$ cat src/mvic_pkg.sv
// constants shared by the vectored interrupt controller files
// assumes an 8-bit register port and a core that pushes and pops the pc
package mvic_pkg;
  // -------------------------------------------------------------------
  // register indexes on the data memory port
  // -------------------------------------------------------------------
  localparam logic REG_PRIMARY = 1'b0; // primary control register
  localparam logic REG_SECONDARY = 1'b1; // secondary control register
  localparam logic [7:0] REG_RESET = 8'h00; // every implemented bit resets low
  // -------------------------------------------------------------------
  // primary register bit positions
  // -------------------------------------------------------------------
  localparam int P_GIE = 0;
  localparam int P_EXT_A_EN = 1;
  localparam int P_EXT_B_EN = 2;
  localparam int P_TIMER_A_EN = 3;
  localparam int P_EXT_A_FLAG = 4;
  localparam int P_EXT_B_FLAG = 5;
  localparam int P_TIMER_A_FLAG = 6;
  // -------------------------------------------------------------------
  // secondary register bit positions
  // -------------------------------------------------------------------
  localparam int S_TIMER_B_EN = 0;
  localparam int S_SERIAL_EN = 1;
  localparam int S_SHARED_EN = 2;
  localparam int S_TIMER_B_FLAG = 4;
  localparam int S_SERIAL_FLAG = 5;
  localparam int S_SHARED_FLAG = 6;
  // -------------------------------------------------------------------
  // source slots, index 0 is the highest priority
  // -------------------------------------------------------------------
  localparam int NSRC = 6;
  localparam int SRC_EXT_A = 0;
  localparam int SRC_EXT_B = 1;
  localparam int SRC_TIMER_A = 2;
  localparam int SRC_TIMER_B = 3;
  localparam int SRC_SERIAL = 4;
  localparam int SRC_SHARED = 5;
  localparam int NSUB = 6; // converter, time base, periph pin, comparator, nvm, low voltage
  localparam int SUB_PERIPH = 2; // peripheral pin sub-source slot
  // -------------------------------------------------------------------
  // vectors in source order and edge select codes
  // -------------------------------------------------------------------
  localparam logic [7:0] VEC_EXT_A = 8'h04;
  localparam logic [7:0] VEC_EXT_B = 8'h08;
  localparam logic [7:0] VEC_TIMER_A = 8'h0c;
  localparam logic [7:0] VEC_TIMER_B = 8'h10;
  localparam logic [7:0] VEC_SERIAL = 8'h14;
  localparam logic [7:0] VEC_SHARED = 8'h18;
  localparam logic [1:0] EDGE_OFF = 2'h0;
  localparam logic [1:0] EDGE_RISE = 2'h1;
  localparam logic [1:0] EDGE_FALL = 2'h2;
  localparam logic [1:0] EDGE_BOTH = 2'h3;
endpackage

$ cat src/mvic_ctrl.sv
// vectored interrupt controller: flags, enables, priority and vector call
// assumes the core pushes push_pc_o on irq_call_o and loads pc on pc_load_o
//
// Contract
// - master enable low blocks every source
// - events set flags; enable gates the request
// - accept pushes next pc, loads vector
// - return pops saved pc and resumes
// - servicing clears the master enable
// - blocked requests keep their flags pending
// - software re-setting master enable allows nesting
// - no acknowledge while the stack is full
// - requests serviced on the next phase tick
// - highest first: ext_a 04, ext_b 08, timer_a 0c
// - timer b 10, serial 14, shared 18
// - sub-sources keep flags, set shared flag
// - shared service clears only the shared flag
// - primary register bit layout, bit 7 zero
// - secondary register bit layout, bits 7,3 zero
// - flags active high, enables high, reset zero
// - periph pin needs three enables set
// - dedicated service clears its own flag
// - edge select: off, rise, fall, both
`timescale 1ns/1ns
module mvic_ctrl import mvic_pkg::*; #(
  parameter int PCW = 12 // program counter width
) (
  input wire logic clock_i,
  input wire logic reset_i,
  input wire logic reg_addr_i, // register index
  input wire logic reg_wr_i, // write strobe
  input wire logic [7:0] reg_wdata_i,
  output logic [7:0] reg_rdata_o,
  input wire logic ext_irq_pin_a_i,
  input wire logic ext_irq_pin_b_i,
  input wire logic [1:0] ext_a_edge_sel_i,
  input wire logic [1:0] ext_b_edge_sel_i,
  input wire logic timer_a_ovf_i,
  input wire logic timer_b_ovf_i,
  input wire logic serial_done_i,
  input wire logic [NSUB-1:0] sub_event_i,
  input wire logic [NSUB-1:0] sub_enable_i,
  input wire logic [NSUB-1:0] sub_clear_i,
  output logic [NSUB-1:0] sub_flag_o,
  input wire logic phase_two_tick_i,
  input wire logic stack_full_i,
  input wire logic [PCW-1:0] pc_next_i,
  input wire logic return_from_irq_i,
  input wire logic [PCW-1:0] pop_pc_i,
  output logic irq_call_o,
  output logic [PCW-1:0] push_pc_o,
  output logic pop_o,
  output logic pc_load_o,
  output logic [PCW-1:0] pc_load_value_o
);
  // -------------------------------------------------------------------
  // state and next values
  // -------------------------------------------------------------------
  logic global_irq_enable; // master enable
  logic [NSRC-1:0] flags; // request flags in source order
  logic [NSRC-1:0] enables; // individual enables in source order
  logic [NSUB-1:0] sub_flags; // multi-function sub-source flags
  logic next_gie;
  logic [NSRC-1:0] next_flags;
  logic [NSRC-1:0] next_enables;
  logic [NSUB-1:0] next_sub_flags;
  logic [7:0] next_rdata;
  logic next_call;
  logic next_pop;
  logic next_load;
  logic [PCW-1:0] next_load_value;
  logic [PCW-1:0] next_push;
  // -------------------------------------------------------------------
  // events and arbitration
  // -------------------------------------------------------------------
  logic ext_a_event;
  logic ext_b_event;
  logic [NSRC-1:0] events; // hardware set strobes
  logic [NSUB-1:0] sub_gated; // sub events whose own enable is set
  logic [NSRC-1:0] pending; // flag and enable both high
  logic [NSRC-1:0] grant; // one-hot winner
  logic [7:0] win_vector;
  logic accept; // interrupt taken this cycle
  logic [7:0] primary_view;
  logic [7:0] secondary_view;

  // external pin edge detectors
  mvic_pin_edge u_edge_a (
    .clock_i(clock_i),
    .reset_i(reset_i),
    .pin_i(ext_irq_pin_a_i),
    .edge_sel_i(ext_a_edge_sel_i),
    .event_o(ext_a_event)
  );
  mvic_pin_edge u_edge_b (
    .clock_i(clock_i),
    .reset_i(reset_i),
    .pin_i(ext_irq_pin_b_i),
    .edge_sel_i(ext_b_edge_sel_i),
    .event_o(ext_b_event)
  );

  // peripheral pin also needs its own enable; shared enable gates later
  assign sub_gated = sub_event_i & sub_enable_i;
  assign events = {|sub_gated, serial_done_i, timer_b_ovf_i, timer_a_ovf_i,
    ext_b_event, ext_a_event};
  assign pending = flags & enables;

  // fixed priority winner
  mvic_prio_enc u_prio (
    .pending_i(pending),
    .grant_o(grant),
    .vector_o(win_vector)
  );

  // take on the tick only with master enable, room on stack, no return
  assign accept = phase_two_tick_i & global_irq_enable & (|pending) & ~stack_full_i
    & ~return_from_irq_i;

  // register views, unimplemented bits low
  assign primary_view = {1'b0, flags[SRC_TIMER_A], flags[SRC_EXT_B], flags[SRC_EXT_A],
    enables[SRC_TIMER_A], enables[SRC_EXT_B], enables[SRC_EXT_A], global_irq_enable};
  assign secondary_view = {1'b0, flags[SRC_SHARED], flags[SRC_SERIAL], flags[SRC_TIMER_B],
    1'b0, enables[SRC_SHARED], enables[SRC_SERIAL], enables[SRC_TIMER_B]};

  // -------------------------------------------------------------------
  // next-state logic for flags, enables and core handshake
  // -------------------------------------------------------------------
  always_comb begin
    next_gie = global_irq_enable;
    next_flags = flags;
    next_enables = enables;
    // software writes come first, hardware overrides follow
    if (reg_wr_i && reg_addr_i == REG_PRIMARY) begin
      next_gie = reg_wdata_i[P_GIE];
      next_enables[SRC_EXT_A] = reg_wdata_i[P_EXT_A_EN];
      next_enables[SRC_EXT_B] = reg_wdata_i[P_EXT_B_EN];
      next_enables[SRC_TIMER_A] = reg_wdata_i[P_TIMER_A_EN];
      next_flags[SRC_EXT_A] = reg_wdata_i[P_EXT_A_FLAG];
      next_flags[SRC_EXT_B] = reg_wdata_i[P_EXT_B_FLAG];
      next_flags[SRC_TIMER_A] = reg_wdata_i[P_TIMER_A_FLAG];
    end else if (reg_wr_i) begin
      next_enables[SRC_TIMER_B] = reg_wdata_i[S_TIMER_B_EN];
      next_enables[SRC_SERIAL] = reg_wdata_i[S_SERIAL_EN];
      next_enables[SRC_SHARED] = reg_wdata_i[S_SHARED_EN];
      next_flags[SRC_TIMER_B] = reg_wdata_i[S_TIMER_B_FLAG];
      next_flags[SRC_SERIAL] = reg_wdata_i[S_SERIAL_FLAG];
      next_flags[SRC_SHARED] = reg_wdata_i[S_SHARED_FLAG];
    end
    // servicing drops the winner flag and the master enable
    if (accept) begin
      next_gie = 1'b0;
      next_flags = next_flags & ~grant;
    end
    // a new event beats any clear in the same cycle
    next_flags = next_flags | events;
  end

  // sub-source flags: only software clears them, set wins
  always_comb begin
    // every sub event is recorded; only the shared flag waits on the sub enable
    next_sub_flags = (sub_flags & ~sub_clear_i) | sub_event_i;
  end

  // core handshake and read data
  always_comb begin
    next_call = accept;
    next_push = pc_next_i;
    next_pop = return_from_irq_i;
    next_load = accept | return_from_irq_i;
    if (accept) begin
      next_load_value = {{(PCW-8){1'b0}}, win_vector};
    end else begin
      next_load_value = pop_pc_i;
    end
    next_rdata = (reg_addr_i == REG_PRIMARY) ? primary_view : secondary_view;
  end

  // -------------------------------------------------------------------
  // registers
  // -------------------------------------------------------------------
  always_ff @(posedge clock_i or posedge reset_i) begin
    if (reset_i) begin
      global_irq_enable <= 1'b0;
      flags <= '0;
      enables <= '0;
      sub_flags <= '0;
      reg_rdata_o <= REG_RESET;
      irq_call_o <= 1'b0;
      push_pc_o <= '0;
      pop_o <= 1'b0;
      pc_load_o <= 1'b0;
      pc_load_value_o <= '0;
    end else begin
      global_irq_enable <= next_gie;
      flags <= next_flags;
      enables <= next_enables;
      sub_flags <= next_sub_flags;
      reg_rdata_o <= next_rdata;
      irq_call_o <= next_call;
      push_pc_o <= next_push;
      pop_o <= next_pop;
      pc_load_o <= next_load;
      pc_load_value_o <= next_load_value;
    end
  end

  assign sub_flag_o = sub_flags;
endmodule // mvic_ctrl

$ cat src/mvic_pin_edge.sv
// external pin synchroniser and selectable edge detector
// assumes the pin is asynchronous to clock_i and the select is static-ish
`timescale 1ns/1ns
module mvic_pin_edge import mvic_pkg::*; (
  input wire logic clock_i,
  input wire logic reset_i,
  input wire logic pin_i,
  input wire logic [1:0] edge_sel_i,
  output logic event_o
);
  // -------------------------------------------------------------------
  // two-flop synchroniser plus history flop
  // -------------------------------------------------------------------
  logic sync_a; // first stage, read only by sync_b
  logic sync_b; // settled pin level
  logic prev; // level one cycle earlier
  logic next_event; // qualified edge this cycle

  // edge qualification by the two-bit select
  always_comb begin
    unique case (edge_sel_i)
      EDGE_OFF: next_event = 1'b0;
      EDGE_RISE: next_event = sync_b & ~prev;
      EDGE_FALL: next_event = ~sync_b & prev;
      EDGE_BOTH: next_event = sync_b ^ prev;
    endcase
  end

  // register the stages
  always_ff @(posedge clock_i or posedge reset_i) begin
    if (reset_i) begin
      sync_a <= 1'b0;
      sync_b <= 1'b0;
      prev <= 1'b0;
    end else begin
      sync_a <= pin_i;
      sync_b <= sync_a;
      prev <= sync_b;
    end
  end

  assign event_o = next_event;
endmodule // mvic_pin_edge

$ cat src/mvic_prio_enc.sv
// fixed priority picker: lowest pending index wins, with its vector
// assumes pending is already gated by the individual enables
`timescale 1ns/1ns
module mvic_prio_enc import mvic_pkg::*; (
  input wire logic [NSRC-1:0] pending_i,
  output logic [NSRC-1:0] grant_o,
  output logic [7:0] vector_o
);
  // -------------------------------------------------------------------
  // vector table in priority order
  // -------------------------------------------------------------------
  localparam logic [7:0] VEC_TABLE [NSRC] = '{VEC_EXT_A, VEC_EXT_B, VEC_TIMER_A,
    VEC_TIMER_B, VEC_SERIAL, VEC_SHARED};

  // scan from lowest priority upward so the highest one is left standing
  always_comb begin
    grant_o = '0;
    vector_o = 8'h00;
    for (int i = NSRC - 1; i >= 0; i--) begin
      if (pending_i[i]) begin
        grant_o = '0;
        grant_o[i] = 1'b1;
        vector_o = VEC_TABLE[i];
      end
    end
  end
endmodule // mvic_prio_enc

$ cat config.mk
export PLATFORM = sky130hd
export DESIGN_NAME = mvic_ctrl
export DESIGN_NICKNAME = d
export VERILOG_FILES = /design/src/mvic_pkg.sv /design/src/mvic_ctrl.sv /design/src/mvic_pin_edge.sv /design/src/mvic_prio_enc.sv
export SDC_FILE = /design/constraint.sdc
export NUM_CORES = 1
export LEC_CHECK = 0
export ABC_AREA = 1
export BUFFER_PORTS_ARGS = -buffer_cell sky130_fd_sc_hd__buf_2
export CAP_MARGIN = 40
export CELL_PAD_IN_SITES_DETAIL_PLACEMENT = 0
export CELL_PAD_IN_SITES_GLOBAL_PLACEMENT = 1
export CORE_AREA = 8 8 92 94
export CTS_BUF_LIST = sky130_fd_sc_hd__clkbuf_4
export CTS_CLUSTER_SIZE = 10
export DETAILED_ROUTE_END_ITERATION = 12
export DIE_AREA = 0 0 100 102
export PLACE_DENSITY_LB_ADDON = 0.1
export RECOVER_POWER = 25
export SLEW_MARGIN = 0
export SYNTH_ARGS = -nofsm -noshare
export SYNTH_HDL_FRONTEND = slang
export SYNTH_SLANG_ARGS = --single-unit
export TNS_END_PERCENT = 5
$ cat constraint.sdc
create_clock -name clock_i -period 2.2 [get_ports clock_i]
set_input_delay 0.11 -clock clock_i [delete_from_list [all_inputs] [get_ports clock_i]]
set_output_delay 0.11 -clock clock_i [all_outputs]
set_load 0.03 [all_outputs]
# [After elaboration in Yosys (flattened, before gate mapping)]
# Cells that the tools add are included.
[op_classes] eq_ne=6 muxes=22 bitwise=27 n_reduce_logical=7
[ops] op="2-to-1 mux 6 bit" n=7
[ops] op="2-to-1 mux 5 bit" n=6
[ops] op="bitwise AND 6 bit" n=4
[ops] op="2-to-1 mux 12 bit" n=1
[ops] op="NOT 6 bit" n=2
[ops] op="OR 6 bit" n=2
[ops] op="OR reduction 6 bit" n=2
[ops] op="2-to-1 mux 3 bit" n=3
[ops] op="bitwise AND 1 bit" n=8
[ops] op="== test 2 bit (second input constant)" n=4
[ops] op="NOT 1 bit" n=8
[ops] op="case mux 1 bit (4 select lines)" n=2
[ops] op="2-to-1 mux 7 bit" n=1
[ops] op="== test 2 x 1 -> 1 bit (second input constant)" n=2
[ops] op="logical NOT 2 bit" n=2
[ops] op="2-to-1 mux 1 bit" n=2
[ops] op="AND reduction 2 bit" n=1
[ops] op="nonzero test 2 bit" n=1
[ops] op="XOR 1 bit" n=2
[ops] op="logical AND 1 bit" n=1
[ops] op="OR 1 bit" n=1
[word_totals] regBits=59 inputBits=66 output_inout_bits=41

# [Logic depth before layout (Yosys ltp)]
[logic_depth] depth_word=11 mapped_depth=8 depth_no_buf=7

# [Modules after synthesis]
# From an unflattened synthesis, not the netlist that was laid out.
[hier_totals] cells_unflattened=270 area_unflattened_um2=2464.9
[modules_own_cells] module="mvic_ctrl" instances=1 cells_per_inst=215 area_per_inst_um2=2054.5
[modules_own_cells] module="mvic_pin_edge" instances=2 cells_per_inst=15 area_per_inst_um2=142.6
[modules_own_cells] module="mvic_prio_enc" instances=1 cells_per_inst=25 area_per_inst_um2=125.1

# [Worst setup path after synthesis]
# No wires, ideal clock.
[synth_timing] path_kind="register to register" from="register u_edge_a.prev" to="register flags[0]" t_arrival_ps=1012 required_ps=2079 slack_ps=1067 stages_incl_launch_ff=5 path_buffers=0 path_cell_list="dfrtp_1 ha_1 or2_2 a32oi_1 nand2_1"
[synth_between] elab_chain_cells=4 word_cells_on_any_way=6 cone_classes="1 x mux; 5 x bitwise"
[synth_rtl] item="from (decl)" line_no="mvic_pin_edge.sv:16" source="logic prev;"
[synth_rtl] item="from (signal assigned)" line_no="mvic_pin_edge.sv:38" source="prev <= sync_b;"
[synth_rtl] item="NOT 1 bit" line_no="mvic_pin_edge.sv:23" source="EDGE_RISE: next_event = sync_b & ~prev;"
[synth_rtl] item="bitwise AND 1 bit" line_no="mvic_pin_edge.sv:23"
[synth_rtl] item="case mux 1 bit (4 select lines) (*)" line_no="mvic_pin_edge.sv:21" source="unique case (edge_sel_i)"
[synth_rtl] item="OR 6 bit (*)" line_no="mvic_ctrl.sv:156" source="next_flags = next_flags | events;"
[synth_rtl] item="net next_flags[0]" line_no="mvic_ctrl.sv:64" source="logic [NSRC-1:0] next_flags;"
[synth_rtl] item="to (signal assigned)" line_no="mvic_ctrl.sv:196" source="flags <= next_flags;"
[synth_rtl] item="to (decl)" line_no="mvic_ctrl.sv:60" source="logic [NSRC-1:0] flags;"
# The timed path passes the listed nets; every way through them passes the cells marked *.
# A chain may end at the register's enable or synchronous reset.

# [Worst setup path after layout]
[layout_timing] from="input port reg_addr_i" to="register flags[0]"
[layout_between] elab_chain_cells=6
[layout_rtl] item="from (decl)" line_no="mvic_ctrl.sv:30" source="input wire logic reg_addr_i,"
[layout_rtl] item="NOT 1 bit (*)"
[layout_rtl] item="logical AND 1 bit (*)" line_no="mvic_ctrl.sv:134" source="if (reg_wr_i && reg_addr_i == REG_PRIMARY) begin"
[layout_rtl] item="2-to-1 mux 3 bit (*)" line_no="mvic_ctrl.sv:134"
[layout_rtl] item="bitwise AND 6 bit" line_no="mvic_ctrl.sv:153" source="next_flags = next_flags & ~grant;"
[layout_rtl] item="2-to-1 mux 6 bit (*)" line_no="mvic_ctrl.sv:151" source="if (accept) begin"
[layout_rtl] item="OR 6 bit (*)" line_no="mvic_ctrl.sv:156"
[layout_rtl] item="net next_flags[0]" line_no="mvic_ctrl.sv:64"
# Marked as above.

==> flow_summary.ini <==
[floorplan]
placementRows = 31
dieArea_um2 = 10200
pin_count = 107
initial_core_util = 0.348
fp.dieW_um = 100
coreArea_um2 = 7060
die_h_um = 102

[route]
avgRoutedWirePerCell_um = 12.2
final_antenna_net_count = 0
drc = 0
firstDrtPassIters = 4
wirelength_um = 6220
first_iter_violations = 56
vias_per_cell = 4.05
vias = 2068

[global_route]
antenna_found_initial = 0
grt_overflow = 0
grt_max_degree = 29
grt_pass1_wl_um = 10400
grt_pass1_vias = 2242
grt_usage = 0.131

[setup_path]
crit_family = buffers and inverters
crit_slowest_cell = dlygate4sd3_1
worstPathCellList = dlygate4sd3_1 -> clkbuf_1 -> inv_4 -> nand2_2 -> mux2_2 -> nand2_1 -> nand2_1
critPathBufInv = 3
r2r_cells = 7
worst_setup_path_end_kind = flip-flop
r2r_start = enables[0]
worst_setup_path_start_kind = input pin
cp_max_fo = 12
max_stage_delay_ps = 530
crit_type = in -> reg
worstPathArrival_ps = 1810
crit_path_start = reg_addr_i
rrSetupSlack_ps = 860
crit_required_ps = 2470
timing.rr.end = flags[3]
cpMostUsedCell = nand2_1

[timing]
max_freq_ghz = 0.651
rsz0062_at_grt = false
fin_tns_setup_ps = 0
min_period_over_period = 0.698
finalSetupViolations = 0
period_minus_slack_ps = 1540
hold_ws_ps = 65.1
tightest_slew_ps = 1010
skew_ps = 12.5
finalHoldViolCount = 0
relSlewSlack = 0.323
slew_violations = 0

[clock_tree]
clkSinkCount = 59
cts.clk_slew.worst_paths_ps = 90
root_buffer = clkbuf_4
cts_tree = yes
clock_path_buffers = 2
insertion_delay_ps = 390
h-tree-depth = 3
numCtsBuffers = 9
post_cts_buffers = 0

[power]
vdd_drop_max_mv = 0.407
p_per_area_nw_per_um2 = 669
p_leak_nw = 2.01

[yosys]
synth_edf_count = 0
synth-seq-cells = 59
ys_seq_area_frac = 0.601
synth_cells = 244
ys_dominant_reg_cell = dfrtp_1
yosysWarningCount = 0
ys_async_sr_fraction = 1.00
syn_nets = 314
avgSynthCellArea_um2 = 10.1
synth.cell_area_um2 = 2460
ys_types = 26

[placement]
port-buffer-count = 104
place_congestion = 0.753
placedCellCount = 443
dp_hpwl_um = 4530

[final_layout]
finalCoreUtilization = 0.526
diodes = 0
final_nets = 477
drive_gt1_frac = 0.371
area_growth_pct = 51.3
finalNonFillerCells = 511
layout_common_cells = buf_2, dfrtp_1, dlygate4sd3_1, nand2_1, inv_1
layout_commonest_cell = buf_2

[min_path]
hold_path_class = in -> reg
hold_path_startpoint = reg_wdata_i[5]
whs_path_depth = 4
whs_endpoint = flags[1]

[flow_run]
max_cap_viol_count = 0

[run_status]
status = finished clean
-- where the power goes --
part | leakage, nW | total [mW] | internal (mW) | switching (mW)
combinational | 1.26 | 0.534 | 0.218 | 0.316
sequential | 0.678 | 1.20 | 1.16 | 0.0396
clock | 0.0705 | 0.747 | 0.367 | 0.380
total | 2.01 | 2.48 | 1.75 | 0.736
-- kinds of logic (layout without fill, tap and decap cells) --
| family | count (synthesis) | count (layout) | share of synthesized area |
|---|---|---|---|
| adders and majority gates | 4 | 4 | 0.0204 |
| AOI/OAI and AO/OA | 28 | 28 | 0.0764 |
| buffers and inverters | 51 | 219 | 0.0927 |
| DFF | 59 | 59 | 0.601 |
| other | 1 | 1 | 0.00153 |
| and+or+nand+nor | 99 | 99 | 0.199 |
| muxes | 2 | 2 | 0.00917 |
-- tightest hold or removal path, delay by kind of cell --
| kind | cells | cell delay, ps |
|---|---|---|
| AND/OR/NAND/NOR | 2 | 100 |
| buffers and inverters | 1 | 100 |
| multiplexers | 1 | 120 |
-- worst max-delay path by stage --
| stage | end | slack [ps] | cells past startpoint |
|---|---|---|---|
| final | flags[0] | 660 | 7 |
| after global routing | flags[0] | 580 | 7 |
| after CTS | flags[3] | 810 | 7 |
| after detailed placement | flags[5] | 840 | 7 |
| after global placement | flags[5] | 850 | 7 |
| after floorplan | enables[0] | 630 | 1 |
-- sequential cells by signal (all words and copies together), names as in the netlist --
register	count
u_edge_a.sync_b	1
enables	6
pc_load_o	1
u_edge_a.prev	1
u_edge_a.sync_a	1
u_edge_b.sync_b	1
irq_call_o	1
pop_o	1
pc_load_value_o	12
flags	6
reg_rdata_o	7
u_edge_b.prev	1
push_pc_o	12
sub_flag_o	6
u_edge_b.sync_a	1
global_irq_enable	1
-- layout make-up --
| class | instances | area, um^2 |
|---|---|---|
| Clock buffer | 11 | 82.6 |
| Clock inverter | 5 | 53.8 |
| Fill cell | 679 | 3340 |
| Inverter | 45 | 174 |
| Multi-Input combinational cell | 134 | 752 |
| Sequential cell | 59 | 1480 |
| Tap cell | 99 | 124 |
| Timing Repair Buffer | 158 | 1050 |
-- metrics by stage --
| step | instance area [um^2] | setup WS, ps | total power, mW |
|---|---|---|---|
| after floorplan | 2460 | 634 | 1.53 |
| after global placement | 3060 | 847 | 1.69 |
| after detailed placement | 3060 | 839 | 1.70 |
| after CTS | 3720 | 814 | 2.54 |
| after global routing | 3720 | 576 | 2.64 |
| final | 3720 | 664 | 2.48 |
-- synthesized netlist by cell type (3+ instances only) --
master    instances  share of area
buf_6             3          0.014
dfrtp_1          59           0.60
ha_1              4          0.020
inv_1            41          0.063
nand2_1          51          0.078
nand2_2          14          0.036
nand3_1           7          0.014
nand3_2           4          0.016
nand4_1           3         0.0076
nor2_1           15          0.023
o21ai_0          11          0.022
o21ai_2           6          0.021
o21bai_1          6          0.018
-- metal layers --
metal | share of wire | vias up | global-route usage
met4 | 0.019 | 0 | 0.0663
met1 | 0.42 | 902 | 0.144
met5 | 0 | - | 0
met3 | 0.11 | 9 | 0.0613
met2 | 0.45 | 81 | 0.207
li1 | - | 1076 | -
-- what timing repair did --
| action | CTS | global route |
|---|---|---|
| resized for setup | 0 | 0 |
| hold endpoints to repair | 73 | 0 |
| hold buffers | 52 | 0 |
No activity file was read; power rests on OpenSTA's default activity.
